===== config.mk =====
export PLATFORM = sky130hd
export DESIGN_NAME = cps_sequencer
export DESIGN_NICKNAME = d
export VERILOG_FILES = /design/src/verilog/cps_pkg.sv /design/src/verilog/cps_sequencer.sv
export SDC_FILE = /design/constraint.sdc
export NUM_CORES = 1
export LEC_CHECK = 0
export BUFFER_PORTS_ARGS = -buffer_cell sky130_fd_sc_hd__buf_2
export CAP_MARGIN = 20
export CORE_ASPECT_RATIO = 1.1
export CORE_MARGIN = 2
export CORE_UTILIZATION = 62
export CTS_CLUSTER_DIAMETER = 200
export DETAILED_ROUTE_END_ITERATION = 8
export PLACE_DENSITY = 0.85
export RECOVER_POWER = 25
export SYNTH_ARGS = -nofsm -noshare
export SYNTH_HDL_FRONTEND = slang
export SYNTH_SLANG_ARGS = --single-unit
export TNS_END_PERCENT = 30

===== constraint.sdc =====
create_clock -name pclk -period 5.2 [get_ports pclk]
set_input_delay 0.26 -clock pclk [delete_from_list [all_inputs] [get_ports pclk]]
set_output_delay 0.26 -clock pclk [all_outputs]
set_load 0.005 [all_outputs]

===== src/verilog/cps_pkg.sv =====
// Package with constants and carrier types for the charger power-up sequencer
package cps_pkg;

    // APB register byte offsets
    localparam logic [7:0] CPS_OFS_CTRL   = 8'h00;
    localparam logic [7:0] CPS_OFS_LIMIT  = 8'h04;
    localparam logic [7:0] CPS_OFS_STATUS = 8'h08;
    localparam logic [7:0] CPS_OFS_EFF    = 8'h0C;

    // Control register fields
    localparam int CPS_CTRL_HOST_MODE   = 0;
    localparam int CPS_CTRL_DETECT_REQ  = 1;
    localparam int CPS_CTRL_CHARGE_EN   = 2;
    localparam int CPS_CTRL_LLM_BLOCK   = 3;
    localparam int CPS_CTRL_BOOST_EN    = 4;
    localparam int CPS_CTRL_BOOST_CURRENT_LIMIT_BIT   = 5;
    localparam int CPS_CTRL_SWITCH_OFF  = 6;
    localparam int CPS_CTRL_SHIP_EXIT   = 7;

    // Limit register fields
    localparam int CPS_LIM_ICL_LSB      = 0;
    localparam int CPS_LIM_VLIM_LSB     = 8;
    localparam int CPS_LIM_TRACK_LSB    = 12;

    // Status register fields
    localparam int CPS_ST_INPUT_GOOD    = 0;
    localparam int CPS_ST_POWER_GOOD    = 1;
    localparam int CPS_ST_TYPE_LSB      = 2;
    localparam int CPS_ST_STATE_LSB     = 8;

    // Codes and reset values: ICL code n = 100 mA * (n + 1); VLIM code n = 3.9 V + 0.1 V * n
    localparam logic [4:0] CPS_ICL_RESET    = 5'h04;
    localparam logic [4:0] CPS_ICL_500MA    = 5'h04;
    localparam logic [4:0] CPS_ICL_2400MA   = 5'h17;
    localparam logic [4:0] CPS_ICL_200MA    = 5'h01;
    localparam logic [3:0] CPS_VLIM_RESET   = 4'h6;
    localparam logic [1:0] CPS_TRACK_RESET  = 2'h0;
    localparam logic [1:0] CPS_TRACK_OFF    = 2'h0;
    localparam logic [2:0] CPS_TYPE_NONE    = 3'h0;
    localparam logic [2:0] CPS_TYPE_USB     = 3'h1;
    localparam logic [2:0] CPS_TYPE_ADAPTER = 3'h2;
    localparam logic [2:0] CPS_TYPE_BOOST   = 3'h7;
    localparam logic [7:0] CPS_CTRL_RESET   = 8'h04;

    // Timing
    localparam int CPS_CLK_MHZ       = 250;
    localparam int CPS_BIAS_DLY_MS   = 220;
    localparam int CPS_QUAL_WIN_MS   = 30;
    localparam int CPS_RETRY_MS      = 2000;
    localparam int CPS_BOOST_DLY_MS  = 30;
    localparam int CPS_LLM_US        = 10;
    localparam int CPS_LLM_CYC       = CPS_LLM_US * CPS_CLK_MHZ;
    localparam int CPS_IRQ_CYC       = 4;

    typedef enum {
        CPS_OFF, CPS_BIAS_WAIT, CPS_QUALIFY, CPS_RETRY, CPS_DETECT,
        CPS_VLIMIT, CPS_CONVERTER, CPS_BOOST
    } cps_state_type;

    // Analog comparator indications
    typedef struct packed {
        logic input_present;
        logic above_sleep;
        logic below_sleep;
        logic below_ovp;
        logic above_min;
        logic bat_above_depl;
        logic bat_above_boost_low;
        logic bat_below_minsys;
        logic thermistor_ok;
        logic switch_overcurrent;
        logic sys_below_2v2;
        logic supplement;
    } cps_sense_type;

    // Power stage controls
    typedef struct packed {
        logic bias_regulator_en;
        logic input_blocking_switch_on;
        logic qual_load_on;
        logic battery_switch_on;
        logic converter_en;
        logic soft_start;
        logic boost_mode;
        logic light_load_ok;
        logic boost_pwm;
        logic boost_high_limit;
    } cps_drive_type;

    // Read voltage code: (bat mV + offset) vs limit, compare in 100 mV units
    function automatic logic [4:0] cps_track_code(input logic [1:0] sel);
        case (sel)
            2'h1:    cps_track_code = 5'h02;
            2'h2:    cps_track_code = 5'h03;
            2'h3:    cps_track_code = 5'h03;
            default: cps_track_code = 5'h00;
        endcase
    endfunction

endpackage


===== src/verilog/cps_sequencer.sv =====
// Charger power-up sequencer with APB status and control registers
//
// How it works
// - Battery only: switch closed while battery above depletion, bias regulator off
// - Supplement overcurrent opens switch, sets off bit
// - Switch stays open until input, exit or a control write with off bit clear
// - Strict order: bias, qualify, detect, limit, converter
// - Bias on after conditions hold 220 ms
// - Qualify: no overvoltage, above minimum, 30 ms load
// - Failed qualification retried every two seconds
// - Pass sets input good and pulses interrupt
// - Detect after input good, pulse when done
// - Detect loads current limit, power good, type
// - Pin high 500 mA 001, low 2400 mA 010
// - Default mode copies pin; host needs request bit
// - Four-bit voltage limit 3.9 to 5.4 V, 4.5 default
// - Tracking 00 off, else max with battery offset
// - Converter starts after limit set, soft start while rail below 2.2 V
// - Below 2.2 V rail limit is min 200 mA
// - After start switch follows charge enable, except in boost where it stays closed
// - Outside boost, light load only if charge off or battery low
// - Boost after 30 ms enable plus entry conditions
// - Boost limit bit selects 0.5 A or 1.2 A
// - Boost reads type 111
// - Boost starts light load, then fixed frequency
// - Interrupts are active-low pulses
`timescale 1ns/100ps
module cps_sequencer
    import cps_pkg::*;
#(
    parameter int BIAS_DLY_CYC  = CPS_BIAS_DLY_MS * CPS_CLK_MHZ * 1000,
    parameter int QUAL_WIN_CYC  = CPS_QUAL_WIN_MS * CPS_CLK_MHZ * 1000,
    parameter int RETRY_CYC     = CPS_RETRY_MS * CPS_CLK_MHZ * 1000,
    parameter int BOOST_DLY_CYC = CPS_BOOST_DLY_MS * CPS_CLK_MHZ * 1000
) (
    input  wire logic          pclk,
    input  wire logic          presetn,
    input  wire logic          psel,
    input  wire logic          penable,
    input  wire logic          pwrite,
    input  wire logic [7:0]    paddr,
    input  wire logic [31:0]   pwdata,
    output logic               pready,
    output logic [31:0]        prdata,
    output logic               pslverr,
    input  wire cps_sense_type sense,
    input  wire logic          source_select_pin,
    input  wire logic [5:0]    bat_voltage_code,
    output cps_drive_type      drive,
    output logic [4:0]         eff_current_limit,
    output logic [4:0]         eff_voltage_limit,
    output logic               host_interrupt_pin_n
);

    cps_sense_type sense_meta;
    cps_sense_type s;
    cps_state_type state;
    logic [31:0]   timer;
    logic [31:0]   boost_timer;
    logic [31:0]   llm_timer;
    logic [7:0]    ctrl;
    logic [4:0]    input_current_limit_field;
    logic [3:0]    input_voltage_limit_field;
    logic [1:0]    battery_tracking_offset_field;
    logic          input_good_bit;
    logic          power_good_bit;
    logic [2:0]    source_type_field;
    logic          battery_switch_off_bit;
    logic [2:0]    irq_cnt;
    logic          irq_event;
    logic          irq_pend;
    logic          irq_start;
    logic          detect_done;
    logic          sel_d;
    logic          wr;
    logic          rd;
    logic [4:0]    next_icl;
    logic [4:0]    next_vlim;
    logic [6:0]    tracked;

    assign wr = psel && penable && pwrite;
    assign rd = psel && !penable && !pwrite;
    assign sel_d = source_select_pin;

    // Two-flop synchroniser on comparator outputs
    always_ff @(posedge pclk or negedge presetn) begin
        if (!presetn) begin
            sense_meta <= '0;
            s          <= '0;
        end else begin
            sense_meta <= sense;
            s          <= sense_meta;
        end
    end

    // Sequencer
    always_ff @(posedge pclk or negedge presetn) begin
        if (!presetn) begin
            state       <= CPS_OFF;
            timer       <= '0;
            detect_done <= 1'b0;
        end else begin
            detect_done <= 1'b0;
            if (!s.input_present) begin
                state <= CPS_OFF;
                timer <= '0;
            end else begin
                case (state)
                    CPS_OFF: begin
                        timer <= '0;
                        if (s.above_sleep) begin
                            state <= CPS_BIAS_WAIT;
                        end
                    end
                    CPS_BIAS_WAIT: begin
                        if (!s.above_sleep) begin
                            state <= CPS_OFF;
                        end else if (timer >= 32'(BIAS_DLY_CYC - 1)) begin
                            state <= CPS_QUALIFY;
                            timer <= '0;
                        end else begin
                            timer <= timer + 32'h1;
                        end
                    end
                    CPS_QUALIFY: begin
                        if (!s.below_ovp || !s.above_min) begin
                            state <= CPS_RETRY;
                            timer <= '0;
                        end else if (timer >= 32'(QUAL_WIN_CYC - 1)) begin
                            state <= CPS_DETECT;
                            timer <= '0;
                        end else begin
                            timer <= timer + 32'h1;
                        end
                    end
                    CPS_RETRY: begin
                        if (timer >= 32'(RETRY_CYC - 1)) begin
                            state <= CPS_QUALIFY;
                            timer <= '0;
                        end else begin
                            timer <= timer + 32'h1;
                        end
                    end
                    CPS_DETECT: begin
                        if (!ctrl[CPS_CTRL_HOST_MODE] || ctrl[CPS_CTRL_DETECT_REQ]) begin
                            state       <= CPS_VLIMIT;
                            detect_done <= 1'b1;
                        end
                    end
                    CPS_VLIMIT: begin
                        state <= CPS_CONVERTER;
                    end
                    CPS_CONVERTER: begin
                        if (boost_timer >= 32'(BOOST_DLY_CYC) && s.bat_above_boost_low
                            && s.below_sleep && s.thermistor_ok) begin
                            state <= CPS_BOOST;
                        end
                    end
                    CPS_BOOST: begin
                        if (!ctrl[CPS_CTRL_BOOST_EN] || !s.bat_above_boost_low) begin
                            state <= CPS_CONVERTER;
                        end
                    end
                    default: state <= CPS_OFF;
                endcase
            end
        end
    end

    // Boost enable age counter, saturating
    always_ff @(posedge pclk or negedge presetn) begin
        if (!presetn) begin
            boost_timer <= '0;
        end else if (!ctrl[CPS_CTRL_BOOST_EN]) begin
            boost_timer <= '0;
        end else if (boost_timer < 32'(BOOST_DLY_CYC)) begin
            boost_timer <= boost_timer + 32'h1;
        end
    end

    // Light-load phase at boost entry
    always_ff @(posedge pclk or negedge presetn) begin
        if (!presetn) begin
            llm_timer <= '0;
        end else if (state != CPS_BOOST) begin
            llm_timer <= '0;
        end else if (llm_timer < 32'(CPS_LLM_CYC)) begin
            llm_timer <= llm_timer + 32'h1;
        end
    end

    // Status bits
    always_ff @(posedge pclk or negedge presetn) begin
        if (!presetn) begin
            input_good_bit    <= 1'b0;
            power_good_bit    <= 1'b0;
            source_type_field <= CPS_TYPE_NONE;
        end else if (state == CPS_OFF || !s.input_present) begin
            input_good_bit    <= 1'b0;
            power_good_bit    <= 1'b0;
            source_type_field <= CPS_TYPE_NONE;
        end else begin
            if (state == CPS_QUALIFY && s.below_ovp && s.above_min
                && timer >= 32'(QUAL_WIN_CYC - 1)) begin
                input_good_bit <= 1'b1;
            end
            if (detect_done) begin
                power_good_bit <= 1'b1;
            end
            if (state == CPS_BOOST) begin
                source_type_field <= CPS_TYPE_BOOST;
            end else if (detect_done || (power_good_bit && !ctrl[CPS_CTRL_HOST_MODE])) begin
                source_type_field <= sel_d ? CPS_TYPE_USB : CPS_TYPE_ADAPTER;
            end
        end
    end

    // Interrupt pulse stretcher, active low
    assign irq_event = detect_done || (state == CPS_QUALIFY && s.below_ovp && s.above_min
                       && timer >= 32'(QUAL_WIN_CYC - 1));
    // An event during a pulse waits for it to end, so the host never sees two merge
    assign irq_start = irq_cnt == 3'h0 && (irq_event || irq_pend);
    always_ff @(posedge pclk or negedge presetn) begin
        if (!presetn) begin
            irq_cnt              <= '0;
            irq_pend             <= 1'b0;
            host_interrupt_pin_n <= 1'b1;
        end else begin
            if (irq_start) begin
                irq_cnt <= 3'(CPS_IRQ_CYC);
            end else if (irq_cnt != 3'h0) begin
                irq_cnt <= irq_cnt - 3'h1;
            end
            irq_pend <= irq_start ? (irq_pend && irq_event) : (irq_pend || irq_event);
            host_interrupt_pin_n <= !(irq_start || irq_cnt > 3'h1);
        end
    end

    // Battery switch latch-off
    always_ff @(posedge pclk or negedge presetn) begin
        if (!presetn) begin
            battery_switch_off_bit <= 1'b0;
        end else if (s.supplement && s.switch_overcurrent) begin
            battery_switch_off_bit <= 1'b1;
        end else if (s.input_present || (wr && paddr == CPS_OFS_CTRL
                     && pwdata[CPS_CTRL_SHIP_EXIT])) begin
            battery_switch_off_bit <= 1'b0;
        end else if (wr && paddr == CPS_OFS_CTRL) begin
            battery_switch_off_bit <= pwdata[CPS_CTRL_SWITCH_OFF];
        end
    end

    // Registers written by software
    always_ff @(posedge pclk or negedge presetn) begin
        if (!presetn) begin
            ctrl                          <= CPS_CTRL_RESET;
            input_voltage_limit_field     <= CPS_VLIM_RESET;
            battery_tracking_offset_field <= CPS_TRACK_RESET;
        end else if (wr && paddr == CPS_OFS_CTRL) begin
            ctrl <= pwdata[7:0] & 8'h3F;
        end else if (wr && paddr == CPS_OFS_LIMIT) begin
            input_voltage_limit_field     <= pwdata[CPS_LIM_VLIM_LSB +: 4];
            battery_tracking_offset_field <= pwdata[CPS_LIM_TRACK_LSB +: 2];
        end else if (detect_done) begin
            ctrl[CPS_CTRL_DETECT_REQ] <= 1'b0;
        end
    end

    // Current limit field: detection wins over software write
    always_ff @(posedge pclk or negedge presetn) begin
        if (!presetn) begin
            input_current_limit_field <= CPS_ICL_RESET;
        end else if (detect_done || (power_good_bit && !ctrl[CPS_CTRL_HOST_MODE])) begin
            input_current_limit_field <= sel_d ? CPS_ICL_500MA : CPS_ICL_2400MA;
        end else if (wr && paddr == CPS_OFS_LIMIT) begin
            input_current_limit_field <= pwdata[CPS_LIM_ICL_LSB +: 5];
        end
    end

    // Effective limits
    always_comb begin
        next_icl = input_current_limit_field;
        if (s.sys_below_2v2 && input_current_limit_field > CPS_ICL_200MA) begin
            next_icl = CPS_ICL_200MA;
        end
        // Extra bit so a high battery code cannot wrap below the limit
        tracked   = {1'b0, bat_voltage_code}
                    + {2'b00, cps_track_code(battery_tracking_offset_field)};
        next_vlim = {1'b0, input_voltage_limit_field};
        if (battery_tracking_offset_field != CPS_TRACK_OFF
            && tracked > {3'b000, input_voltage_limit_field}) begin
            next_vlim = (tracked > 7'h1F) ? 5'h1F : tracked[4:0];
        end
    end

    // Power stage drive
    always_ff @(posedge pclk or negedge presetn) begin
        if (!presetn) begin
            drive             <= '0;
            eff_current_limit <= CPS_ICL_RESET;
            eff_voltage_limit <= {1'b0, CPS_VLIM_RESET};
        end else begin
            eff_current_limit <= next_icl;
            eff_voltage_limit <= next_vlim;
            drive.bias_regulator_en        <= state != CPS_OFF && state != CPS_BIAS_WAIT;
            drive.input_blocking_switch_on <= state != CPS_OFF && state != CPS_BIAS_WAIT;
            drive.qual_load_on             <= state == CPS_QUALIFY;
            drive.converter_en             <= state == CPS_CONVERTER || state == CPS_BOOST;
            drive.soft_start               <= state == CPS_CONVERTER && s.sys_below_2v2;
            drive.boost_mode               <= state == CPS_BOOST;
            drive.boost_pwm                <= state == CPS_BOOST
                                              && llm_timer >= 32'(CPS_LLM_CYC);
            drive.boost_high_limit         <= !ctrl[CPS_CTRL_BOOST_CURRENT_LIMIT_BIT];
            drive.light_load_ok <= !ctrl[CPS_CTRL_LLM_BLOCK] && (state == CPS_BOOST
                ? llm_timer < 32'(CPS_LLM_CYC)
                : (!ctrl[CPS_CTRL_CHARGE_EN] || s.bat_below_minsys));
            if (battery_switch_off_bit || (s.supplement && s.switch_overcurrent)) begin
                drive.battery_switch_on <= 1'b0;
            end else if (state == CPS_CONVERTER) begin
                drive.battery_switch_on <= ctrl[CPS_CTRL_CHARGE_EN];
            end else if (!s.input_present) begin
                drive.battery_switch_on <= s.bat_above_depl;
            end else begin
                drive.battery_switch_on <= 1'b1;
            end
        end
    end

    // APB read path, zero wait states
    always_ff @(posedge pclk or negedge presetn) begin
        if (!presetn) begin
            prdata  <= '0;
            pready  <= 1'b0;
            pslverr <= 1'b0;
        end else begin
            pready  <= psel && !penable;
            pslverr <= psel && !penable && paddr != CPS_OFS_CTRL && paddr != CPS_OFS_LIMIT
                       && paddr != CPS_OFS_STATUS && paddr != CPS_OFS_EFF;
            if (rd) begin
                case (paddr)
                    CPS_OFS_CTRL:   prdata <= {24'h0, ctrl[7], battery_switch_off_bit, ctrl[5:0]};
                    CPS_OFS_LIMIT:  prdata <= {18'h0, battery_tracking_offset_field,
                                               input_voltage_limit_field, 3'h0,
                                               input_current_limit_field};
                    CPS_OFS_STATUS: prdata <= {21'h0, 3'(state), 3'h0, source_type_field,
                                               power_good_bit, input_good_bit};
                    CPS_OFS_EFF:    prdata <= {19'h0, eff_voltage_limit, 3'h0, eff_current_limit};
                    default:        prdata <= 32'h0;
                endcase
            end
        end
    end
endmodule // cps_sequencer


==> metrics.csv, run 1 <==
metric,value,unit
CP endpoint kind,flip-flop,
Inst Count DP,1092,
share of the synthesized area in the top cell type,50.7,%
die width,117,um
Syn. warnings,0,
worst vdd ir,0.000290,V
type of origin of the critical path,flip-flop,
vias in the first global route,6433,
TritonRoute pass-1 iters,5,
Core ar.,0.0139,sq mm
first-pass GRT wire length,31.3,mm
Hold Fails Final Rpt,0,
drt wl/cell,16.6,um
clk sinks,186,
Num CTS Buffers,17,
Iteration-0 DRC Markers,601,
PortBufs,81,
fin nets,1015,
final setup vio count,0,
Leak,4.73,nW
IO Pins,119,
DP HPWL,12.0,mm
diode count,0,
most frequent cell after synthesis,dfrtp_1,
Initial Utilization,63.4,%
CP max-delay cell,clkbuf_1,
Crit path required time,5520,ps
Placed Area,0.00925,sq mm
status,"complete, but fails checks",
Final ANT Viol Nets,0,
pin slew with the least headroom to its limit,2360,ps
CTS root buf,clkbuf_16,
# Post-CTS Setup Buffers,0,
Finished Layout Cells,1137,
Post-Place Setup Slack,2100,ps
share of cells above drive strength 1,15.0,%
Post-synth top flop,dfrtp_1,
violated checks,"capacitance limit, slew limit",
Pins Over Slew Limit,97,
CP arrival,3630,ps
Max Cap Viol,1,
# rows,45,
Synth area leaders,"dfrtp_1 51%, nand2_1 3.4%, nand3_1 2.8%",
Post-Syn Instances,857,
#FFs+latches synth,186,
crit-path max cell delay,940,ps
Mapped Area,0.00878,sq mm
minimum clock period,3300,ps
Total GRT Usage,25.7,%
final worst slack,1900,ps
Yosys top cell by area,dfrtp_1,
initial antenna violation count,0,
"Top cell by count, worst path",and3_1,
fraction of registers with async set/reset,100,%
placer congestion estimate,0.826,
Final Total Pwr,2.94,mW
Post-synth EDFFs,0,
Area Growth Syn to Fin,13.2,%
crit-path max FO,34,
H-tree depth,4,
Max Clk Rate,303,MHz
Vias,6754,
number of vias per cell,5.94,
largest net degree at the start of global routing,98,
Layout Cell Area excl Fill,0.00993,sq mm
die area,0.0151,sq mm
TritonCTS clock tree,built,
GRT Residual Overflow,0,
type of the worst setup path,flip-flop to flip-flop,
RSZ-0062 raised after global routing,no,
commonest cells in the synthesized netlist,"178 x dfrtp_1, 80 x nand2_1, 56 x nor2_1",
min-delay src,pwdata[13],
post-synthesis area per instance,10.2,sq um
library cells used by synthesis,67,
drt total wl,18.9,mm
pwr dens,296,mW/mm^2
final worst-path cycle share,63.5,%
Clock transition at path regs,80,ps
worst min path class,input port to flip-flop,
Reg2Reg Depth,7,
DIE HEIGHT,129,um
DR DRC count,0,
Max-Slew Margin vs Limit,-57.2,%
reg-to-reg startpoint,state[0],
register area share after synthesis,53.1,%
Hold Crit Depth,2,
TNS Setup,0,ps
clk buf depth,2,
crit path cell chain,clkbuf_1 -> inv_1 -> and3_1 -> and4_1 -> o31a_1 -> and3_1 -> a211o_1,
skew final,10.2,ps
Critical Path Source,state[0],
Clock Latency Late Sink,440,ps
[registers in the layout, summed over array words and instances, names as in the netlist, 6 cells and up]
register     flops
boost_timer     32
llm_timer       32
timer           32
prdata          13
s               12
sense_meta      12
drive            9
ctrl             6
[final cells by class]
| type | count | area, sq um |
|---|---|---|
| fill | 984 | 3920 |
| clock inverter | 13 | 128 |
| sequential | 186 | 4660 |
| timing repair buffer | 97 | 577 |
| clock buffer | 19 | 453 |
| tap | 188 | 235 |
| multi-input combinational | 602 | 3760 |
| inverter | 32 | 120 |
[per-layer routing]
layer | track usage [%] | wire (um)
met3 | 5.98 | 867
met1 | 32.8 | 7980
met5 | 0 | 0
met2 | 42.6 | 9510
met4 | 11.6 | 553
[cells in the final DEF (no fill, tap or decap), types with 8 or more instances in the layout]
cell type / synthesis / layout
mux2_2: 16 / 16
nor4_1: 14 / 14
and2_1: 38 / 38
and3_1: 34 / 34
buf_2: 3 / 72
o21ai_0: 36 / 36
xor2_1: 19 / 19
nor3b_1: 8 / 8
nor2b_1: 16 / 16
nor2_1: 56 / 56
nand2b_1: 9 / 9
inv_1: 32 / 32
xnor2_1: 9 / 9
dfrtp_1: 178 / 178
ha_1: 14 / 14
nand3_1: 49 / 49
nand2_1: 80 / 80
clkbuf_1: 27 / 9
a21oi_1: 24 / 24
nand4_1: 16 / 16
dlygate4sd3_1: 0 / 13
o21ai_1: 10 / 10
clkbuf_16: 0 / 17
conb_1: 1 / 19
nor3_1: 21 / 22
or3_1: 14 / 14
[worst max-delay path: cells and delay by family (launching register included)]
family                 cells  cell delay [ps]
AOI/OAI and AO/OA          2              810
buffers and inverters      2             1230
DFF                        1              340
and+or+nand+nor            3              790
[per-stage QoR]
step           utilization [%]  hold WS (ps)
4_1_cts                   71.9          48.7
3_5_place_dp              66.8           335
2_1_floorplan                -         -35.6
3_3_place_gp              66.6           333
5_1_grt                   71.7          39.9
6_report                  71.7          55.1
[worst paths after layout]
| path | endpoint | slack [ps] |
|---|---|---|
| max in group asynchronous | s[9] | 2730 |
| min in group asynchronous | boost_timer[17] | 1070 |
| hold / removal | battery_tracking_offset_field[1] | 60 |
| setup / recovery | timer[18] | 1900 |
| hold reg to reg | s[6] | 350 |
| setup reg to reg | timer[18] | 1900 |
[cell families after synthesis]
| group | after synthesis | synth area share (%) |
|---|---|---|
| AND/OR/NAND/NOR | 378 | 22.7 |
| flip-flops | 186 | 53.1 |
| AO/OA/AOI/OAI | 134 | 10.2 |
| buffers and inverters | 87 | 4.79 |
| XOR/XNOR | 28 | 2.79 |
| multiplexers | 28 | 4.13 |
| adder cells (fa/ha/maj) | 15 | 2.22 |
| other | 1 | 0.0427 |
[repair_timing]
action / CTS / global route
gates resized for setup: 0 / 0
hold buffers: 13 / 0
endpoints found under the hold margin: 104 / 0
[report_power, final]
group	leakage (nW)	total (mW)	internal [mW]	switching [mW]
combinational	1.96	0.191	0.0683	0.123
sequential	2.48	1.49	1.47	0.0199
clock	0.281	1.26	0.659	0.601
Note: power is estimated with default switching activity, not from simulation.
==> run 2, diff against run 1 <==
ABC_AREA = 1   (was not set)
CORE_UTILIZATION = 59   (was 62)
PLACE_DENSITY = 0.81   (was 0.85)
clock period = 3.4 ns   (was 5.2 ns; I/O delays follow)
==> run 2 against run 1 <==
The flow still finishes with violations (capacitance limit, slew limit). Hold slack got worse by 33 ps. Area after synthesis rose by 9.3%. Clock power rose by 67%. Power rose by 87%. Register-to-register slack got worse by 1200 ps. Sequential cell count did not move. Non-clock buffer count rose by 15. Critical endpoint is now eff_voltage_limit[1].
==> metrics.csv, run 2 <==
metric,value,unit,change
Layout Cell Area excl Fill,0.0110,sq mm,was 0.00993 sq mm
reg-to-reg startpoint,battery_tracking_offset_field[1],,was state[0]
pin slew with the least headroom to its limit,2100,ps,was 2360 ps
post-synthesis mux area share,0,%,was 4.13%
Clock transition at path regs,80,ps,about the same
Core ar.,0.0158,sq mm,was 0.0139 sq mm
final setup vio count,0,,unchanged
largest family of logic cells by synthesized area,simple AND/OR/NAND/NOR gates,,unchanged
Leak,5.38,nW,was 4.73 nW
Total GRT Usage,26.7,%,was 25.7%
PortBufs,81,,unchanged
Vias,8386,,was 6754
most frequent cells in the layout,"297 x nand2_1, 178 x dfrtp_1, 167 x inv_1, 166 x nor2_1, 78 x buf_2",,"was 178 x dfrtp_1, 80 x nand2_1, 72 x buf_2, 56 x nor2_1, 49 x nand3_1"
"Core Util, Final",69.5,%,was 71.7%
Initial Utilization,60.8,%,was 63.4%
TritonRoute pass-1 iters,5,,unchanged
Iteration-0 DRC Markers,682,,was 601
placer congestion estimate,0.943,,was 0.826
Hold Fails Final Rpt,0,,unchanged
share of the synthesized area in the top cell type,46.4,%,was 50.7%
Critical Path Source,battery_tracking_offset_field[1],,was state[0]
CP arrival,3100,ps,was 3630 ps
violated checks,"capacitance limit, slew limit",,unchanged
RSZ-0062 raised after global routing,no,,unchanged
Synth Area in Simple Gates,27.4,%,was 22.7%
min-delay src,pwdata[0],,was pwdata[13]
drt wl/cell,14.6,um,was 16.6 um
adder-cell share of the synthesized area,2.03,%,was 2.22%
Max Cap Viol,1,,unchanged
CP max-delay cell,dfrtp_1,,was clkbuf_1
number of vias per cell,5.45,,was 5.94
TNS Setup,0,ps,unchanged
DR DRC count,0,,unchanged
first-pass GRT wire length,37.4,mm,was 31.3 mm
type of origin of the critical path,flip-flop,,unchanged
top flop regs,"boost_timer x32, llm_timer x32, timer x32",,unchanged
Syn. warnings,0,,unchanged
"commonest non-fill, non-tap cell in the layout",nand2_1,,was dfrtp_1
Post-synth EDFFs,0,,unchanged
worst vdd ir,0.000465,V,was 0.000290 V
Post-Syn Instances,1221,,was 857
# Post-CTS Setup Buffers,0,,unchanged
crit path cell chain,nor2_1 -> inv_1 -> ha_1 -> nand3_1 -> nand2_1 -> or2_2 -> nand2_1 -> inv_1 -> ha_1 -> a21boi_0 -> o21ai_0 -> nand3_1 -> nand2_1 -> nand2_1 -> o21ai_0,,was clkbuf_1 -> inv_1 -> and3_1 -> and4_1 -> o31a_1 -> and3_1 -> a211o_1
worst reg2reg setup slack,660,ps,was 1900 ps
most frequent cell after synthesis,nand2_1,,was dfrtp_1
share of cells above drive strength 1,11.6,%,was 15.0%
#FFs+latches synth,186,,unchanged
CP endpoint kind,flip-flop,,unchanged
IO Pins,119,,unchanged
crit-path max FO,9,,was 34
fraction of registers with async set/reset,100,%,unchanged
library cells used by synthesis,48,,was 67
Max-Slew Margin vs Limit,-40.3,%,was -57.2%
largest net degree at the start of global routing,85,,was 98
Placed Area,0.0101,sq mm,was 0.00925 sq mm
skew final,10.3,ps,was 10.2 ps
type of the worst setup path,flip-flop to flip-flop,,unchanged
die area,0.0173,sq mm,was 0.0151 sq mm
post-synthesis area per instance,7.86,sq um,was 10.2 sq um
DP HPWL,15.2,mm,was 12.0 mm
crit-path max cell delay,430,ps,was 940 ps
Synth area leaders,"dfrtp_1 46%, nand2_1 12%, inv_1 6.5%",,"was dfrtp_1 51%, nand2_1 3.4%, nand3_1 2.8%"
TritonCTS clock tree,built,,unchanged
pwr dens,501,mW/mm^2,was 296 mW/mm^2
final worst slack,664,ps,was 1900 ps
register area share after synthesis,48.6,%,was 53.1%
Area Growth Syn to Fin,14.4,%,was 13.2%
# rows,48,,was 45
area fraction in compound gates after synthesis,8.62,%,was 10.2%
status,"complete, but fails checks",,unchanged
xor/xnor share of the synthesized area,3.47,%,was 2.79%
die width,126,um,was 117 um
clk sinks,186,,unchanged
commonest cells in the synthesized netlist,"297 x nand2_1, 178 x dfrtp_1, 167 x inv_1",,"was 178 x dfrtp_1, 80 x nand2_1, 56 x nor2_1"
Mapped Area,0.00960,sq mm,was 0.00878 sq mm
Final ANT Viol Nets,0,,unchanged
Pins Over Slew Limit,84,,was 97
vias in the first global route,7923,,was 6433
drt total wl,22.5,mm,was 18.9 mm
diode count,0,,unchanged
initial antenna violation count,0,,unchanged
final worst-path cycle share,80.5,%,was 63.5%
Num CTS Buffers,17,,unchanged
Max Clk Rate,366,MHz,was 303 MHz
minimum clock period,2740,ps,was 3300 ps
Yosys top cell by area,dfrtp_1,,unchanged
worst min path class,input port to flip-flop,,unchanged
clk buf depth,2,,unchanged
PostCTS Resize Cnt,0,,unchanged
Crit path required time,3760,ps,was 5520 ps
GRT Residual Overflow,0,,unchanged
"Top cell by count, worst path",nand2_1,,was and3_1
Post-synth top flop,dfrtp_1,,unchanged
fin nets,1404,,was 1015
CTS root buf,clkbuf_16,,unchanged
Clock Latency Late Sink,450,ps,was 440 ps
DIE HEIGHT,138,um,was 129 um
Post-Place Setup Slack,760,ps,was 2100 ps
H-tree depth,4,,unchanged
## run 2: changes by cell type in the layout (fill, tap and decap cells not counted), sizes merged, moves of 16 or more
cell,previous run,this run
nand2,80,302
inv,39,180
nor2,56,174
and2,38,0
and3,34,2
o21ai,46,77
nand4,16,42
mux2,16,0
nor2b,16,0
## run 2: timing repair
| action | CTS | global route |
|---|---|---|
| setup endpoints to repair | 0 | 0 |
| hold buffers | 25 | 0 |
| endpoints found under the hold margin | 100 | 0 |
## run 2: where the power goes
part / leakage (nW) / internal, mW / switching (mW)
clock network: 0.305 / 1.13 / 0.972
logic: 2.64 / 0.286 / 0.588
registers: 2.44 / 2.38 / 0.142
## run 2: cell families after synthesis
group / Yosys count
and+or+nand+nor: 616
xor gates and xnor gates: 38
AOI/OAI and AO/OA: 143
adders and majority gates: 15
DFF: 186
buffers and inverters: 222
other: 1
## run 2: layout make-up
| class | instances | area, sq um |
|---|---|---|
| Multi-Input combinational cell | 831 | 4060 |
| Inverter | 177 | 666 |
| Fill cell | 1252 | 4820 |
| Clock inverter | 15 | 206 |
| Clock buffer | 17 | 425 |
| Tap cell | 200 | 250 |
| Sequential cell | 186 | 4660 |
| Timing Repair Buffer | 112 | 707 |
## run 2: worst max-delay path: cells and delay by family (launching register included)
family	cells	cell delay [ps]
AND/OR/NAND/NOR	8	1140
adder cells (fa/ha/maj)	2	560
flip-flops	1	430
AO/OA/AOI/OAI	3	390
buffers and inverters	2	140
## run 2: metal layers
metal	wire (um)	share of wire, %	track usage, %	vias to the layer above
met2	10800	48	43.6	331
met4	583	2.6	9.81	0
met1	9840	44	35.7	3934
met5	0	0	0	-
met3	1280	5.7	5.36	62
li1	-	-	-	4059
## run 2: per-stage QoR
stage	cells	total power [mW]	hold slack, ps
floorplan	1239	3.15	-126
global placement	1481	3.37	257
detailed placement	1481	3.40	259
CTS	1538	5.52	16.2
global route	1538	5.75	18.1
finish	1538	5.50	22.1
## run 2: path summary, 6_finish.rpt
path                                   endpoint  cells after the start
setup / recovery           eff_voltage_limit[1]                     15
max in group asynchronous  eff_current_limit[2]                      3
setup reg to reg           eff_voltage_limit[1]                     15
hold / removal                          ctrl[0]                      3
min in group asynchronous              timer[6]                      2
hold reg to reg                            s[9]                      0
==> run 3, diff against run 2 <==
clock period = 2.6 ns   (was 3.4 ns; I/O delays follow)
==> run 3 against run 2 <==
Fmax is 6.6% higher. Worst setup slack worse by 630 ps. Die area stayed put. First-iteration DRC count is 43% higher. Design area is 1.8% higher. Register-to-register slack worse by 630 ps. The flow still finishes with violations (capacitance limit, slew limit). Largest power group unchanged. Utilization is 1.3 points higher. Via count is 3.6% higher. Non-clock buffer count is 17 higher. Global-route usage is 0.86 points higher. Sequential cell count stayed put. Count of clock-buffer cells in the layout is 1 higher.
==> metrics.csv, run 3 (synthesis results as in run 2) <==
metric,value,unit,change
reg2reg end,eff_voltage_limit[1],,unchanged
initial antenna violation count,0,,unchanged
Pins Over Slew Limit,68,,was 84
# rows,48,,unchanged
Final ANT Viol Nets,0,,unchanged
CP Buf/Inv Count,2,,unchanged
fin nets,1422,,was 1404
pwr dens,640,mW/mm^2,was 501 mW/mm^2
final worst slack,34.8,ps,was 664 ps
Finished Layout Cells,1556,,was 1538
crit path cell chain,buf_6 -> ha_4 -> inv_1 -> fa_2 -> xnor2_2 -> ha_1 -> a21oi_2 -> a21boi_1 -> o21ai_1 -> nand3_2 -> nand2_4 -> nand2_2 -> o21ai_2,,was nor2_1 -> inv_1 -> ha_1 -> nand3_1 -> nand2_1 -> or2_2 -> nand2_1 -> inv_1 -> ha_1 -> a21boi_0 -> o21ai_0 -> nand3_1 -> nand2_1 -> nand2_1 -> o21ai_0
CP endpoint kind,flip-flop,,unchanged
final setup vio count,0,,unchanged
violated checks,"capacitance limit, slew limit",,unchanged
GRT Residual Overflow,0,,unchanged
final worst-path cycle share,98.7,%,was 80.5%
drt wl/cell,15.3,um,was 14.6 um
Hold Fails Final Rpt,0,,unchanged
IO Pins,119,,unchanged
H-tree depth,4,,unchanged
Vias,8692,,was 8386
Iteration-0 DRC Markers,973,,was 682
Leak,5.46,nW,was 5.38 nW
Num CTS Buffers,17,,unchanged
Inst Count DP,1492,,was 1481
TritonCTS clock tree,built,,unchanged
Total GRT Usage,27.6,%,was 26.7%
type of the worst setup path,flip-flop to flip-flop,,unchanged
DR DRC count,0,,unchanged
Clock Latency Late Sink,450,ps,about the same
status,"complete, but fails checks",,unchanged
crit-path max cell delay,430,ps,about the same
number of vias per cell,5.59,,was 5.45
Crit path required time,2970,ps,was 3760 ps
crit-path leading delay family,adder cells,,was simple AND/OR/NAND/NOR gates
PortBufs,81,,unchanged
Area Growth Syn to Fin,16.5,%,was 14.4%
clk buf depth,2,,unchanged
reg-to-reg startpoint,battery_tracking_offset_field[1],,unchanged
Core ar.,0.0158,sq mm,unchanged
Hold EP,ctrl[0],,unchanged
"commonest non-fill, non-tap cell in the layout",nand2_1,,unchanged
CTS root buf,clkbuf_16,,unchanged
min-delay src,pwdata[0],,unchanged
most frequent cells in the layout,"293 x nand2_1, 178 x dfrtp_1, 165 x inv_1, 165 x nor2_1, 78 x buf_2",,"was 297 x nand2_1, 178 x dfrtp_1, 167 x inv_1, 166 x nor2_1, 78 x buf_2"
CP max-delay cell,fa_2,,was dfrtp_1
vias in the first global route,8190,,was 7923
DP HPWL,15.8,mm,was 15.2 mm
Max Clk Rate,390,MHz,was 366 MHz
Initial Utilization,60.8,%,unchanged
Critical Path Source,battery_tracking_offset_field[1],,unchanged
clk sinks,186,,unchanged
Final Total Pwr,7.15,mW,was 5.50 mW
worst vdd ir,0.000588,V,was 0.000465 V
pin slew with the least headroom to its limit,1760,ps,was 2100 ps
Max Cap Viol,1,,unchanged
FILL cells,1199,,was 1252
Hold Crit Depth,3,,unchanged
Clock transition at path regs,80,ps,about the same
Max-Slew Margin vs Limit,-17.1,%,was -40.3%
Reg2Reg Depth,13,,was 15
TritonRoute pass-1 iters,8,,was 5
first-pass GRT wire length,38.3,mm,was 37.4 mm
share of cells above drive strength 1,13.9,%,was 11.6%
diode count,0,,unchanged
drt total wl,23.9,mm,was 22.5 mm
die width,126,um,unchanged
CP arrival,2940,ps,was 3100 ps
largest net degree at the start of global routing,69,,was 85
top flop regs,"boost_timer x32, llm_timer x32, timer x32",,unchanged
worst min path class,input port to flip-flop,,unchanged
type of origin of the critical path,flip-flop,,unchanged
Post-Place Setup Slack,-60.4,ps,was 760 ps
crit-path max FO,5,,was 9
die area,0.0173,sq mm,unchanged
worst reg2reg setup slack,30,ps,was 660 ps
minimum clock period,2570,ps,was 2740 ps
DIE HEIGHT,138,um,unchanged
placer congestion estimate,0.959,,was 0.943
skew final,10.3,ps,about the same
-- run 3: report_power, final --
part,switching (mW),internal [mW]
clock network,1.30,1.30
logic,0.825,0.434
registers,0.184,3.11
total,2.30,4.85
-- run 3: worst reg2reg max path: stages (launching register included) --
cell      delay (ps)
dfrtp_1          370
buf_6            130
ha_4             130
inv_1             60
fa_2             430
xnor2_2          230
ha_1             310
a21oi_2          160
a21boi_1          70
o21ai_1          150
nand3_2          140
nand2_4          140
nand2_2           80
o21ai_2           80
-- run 3: stage by stage --
stage	util, %	setup TNS [ps]	instance area [sq um]	hold slack (ps)
after global placement	64.5	0	10200	171
after detailed placement	64.5	-152	10200	181
final	70.8	0	11200	21.9
after CTS	70.0	0	11100	10.5
after global routing	70.8	-182	11200	22.0
after floorplan	-	0	9660	-166
-- run 3: how the worst max path moves through the flow --
stage | end | slack (ps) | cells past startpoint
after global routing | eff_voltage_limit[0] | -60 | 13
final | eff_voltage_limit[1] | 30 | 13
after CTS | eff_voltage_limit[2] | 20 | 13
after detailed placement | eff_voltage_limit[2] | -60 | 15
after global placement | eff_voltage_limit[0] | 100 | 14
after floorplan | eff_voltage_limit[0] | 230 | 14
-- run 3: layout make-up --
class | instances | area [sq um] | area share [%]
clock buffer | 18 | 429 | 3.84
tap | 200 | 250 | 2.24
timing repair buffer | 129 | 838 | 7.50
inverter | 177 | 668 | 5.98
sequential | 186 | 4660 | 41.7
multi-input combinational | 832 | 4160 | 37.2
clock inverter | 14 | 166 | 1.49
-- run 3: timing repair --
item / in CTS / in global routing
buffers inserted: 0 / 5
setup endpoints to repair: 4 / 5
gates cloned: 0 / 1
hold buffers: 26 / 0
gates resized for setup: 2 / 27
pin swaps: 0 / 8
hold endpoints to repair: 90 / 0
-- run 3: per-layer routing --
layer | part of all wire [%] | track usage (%)
met5 | 0 | 0
met4 | 3.2 | 10.9
met3 | 6.7 | 5.17
met2 | 47 | 45.1
met1 | 43 | 36.8
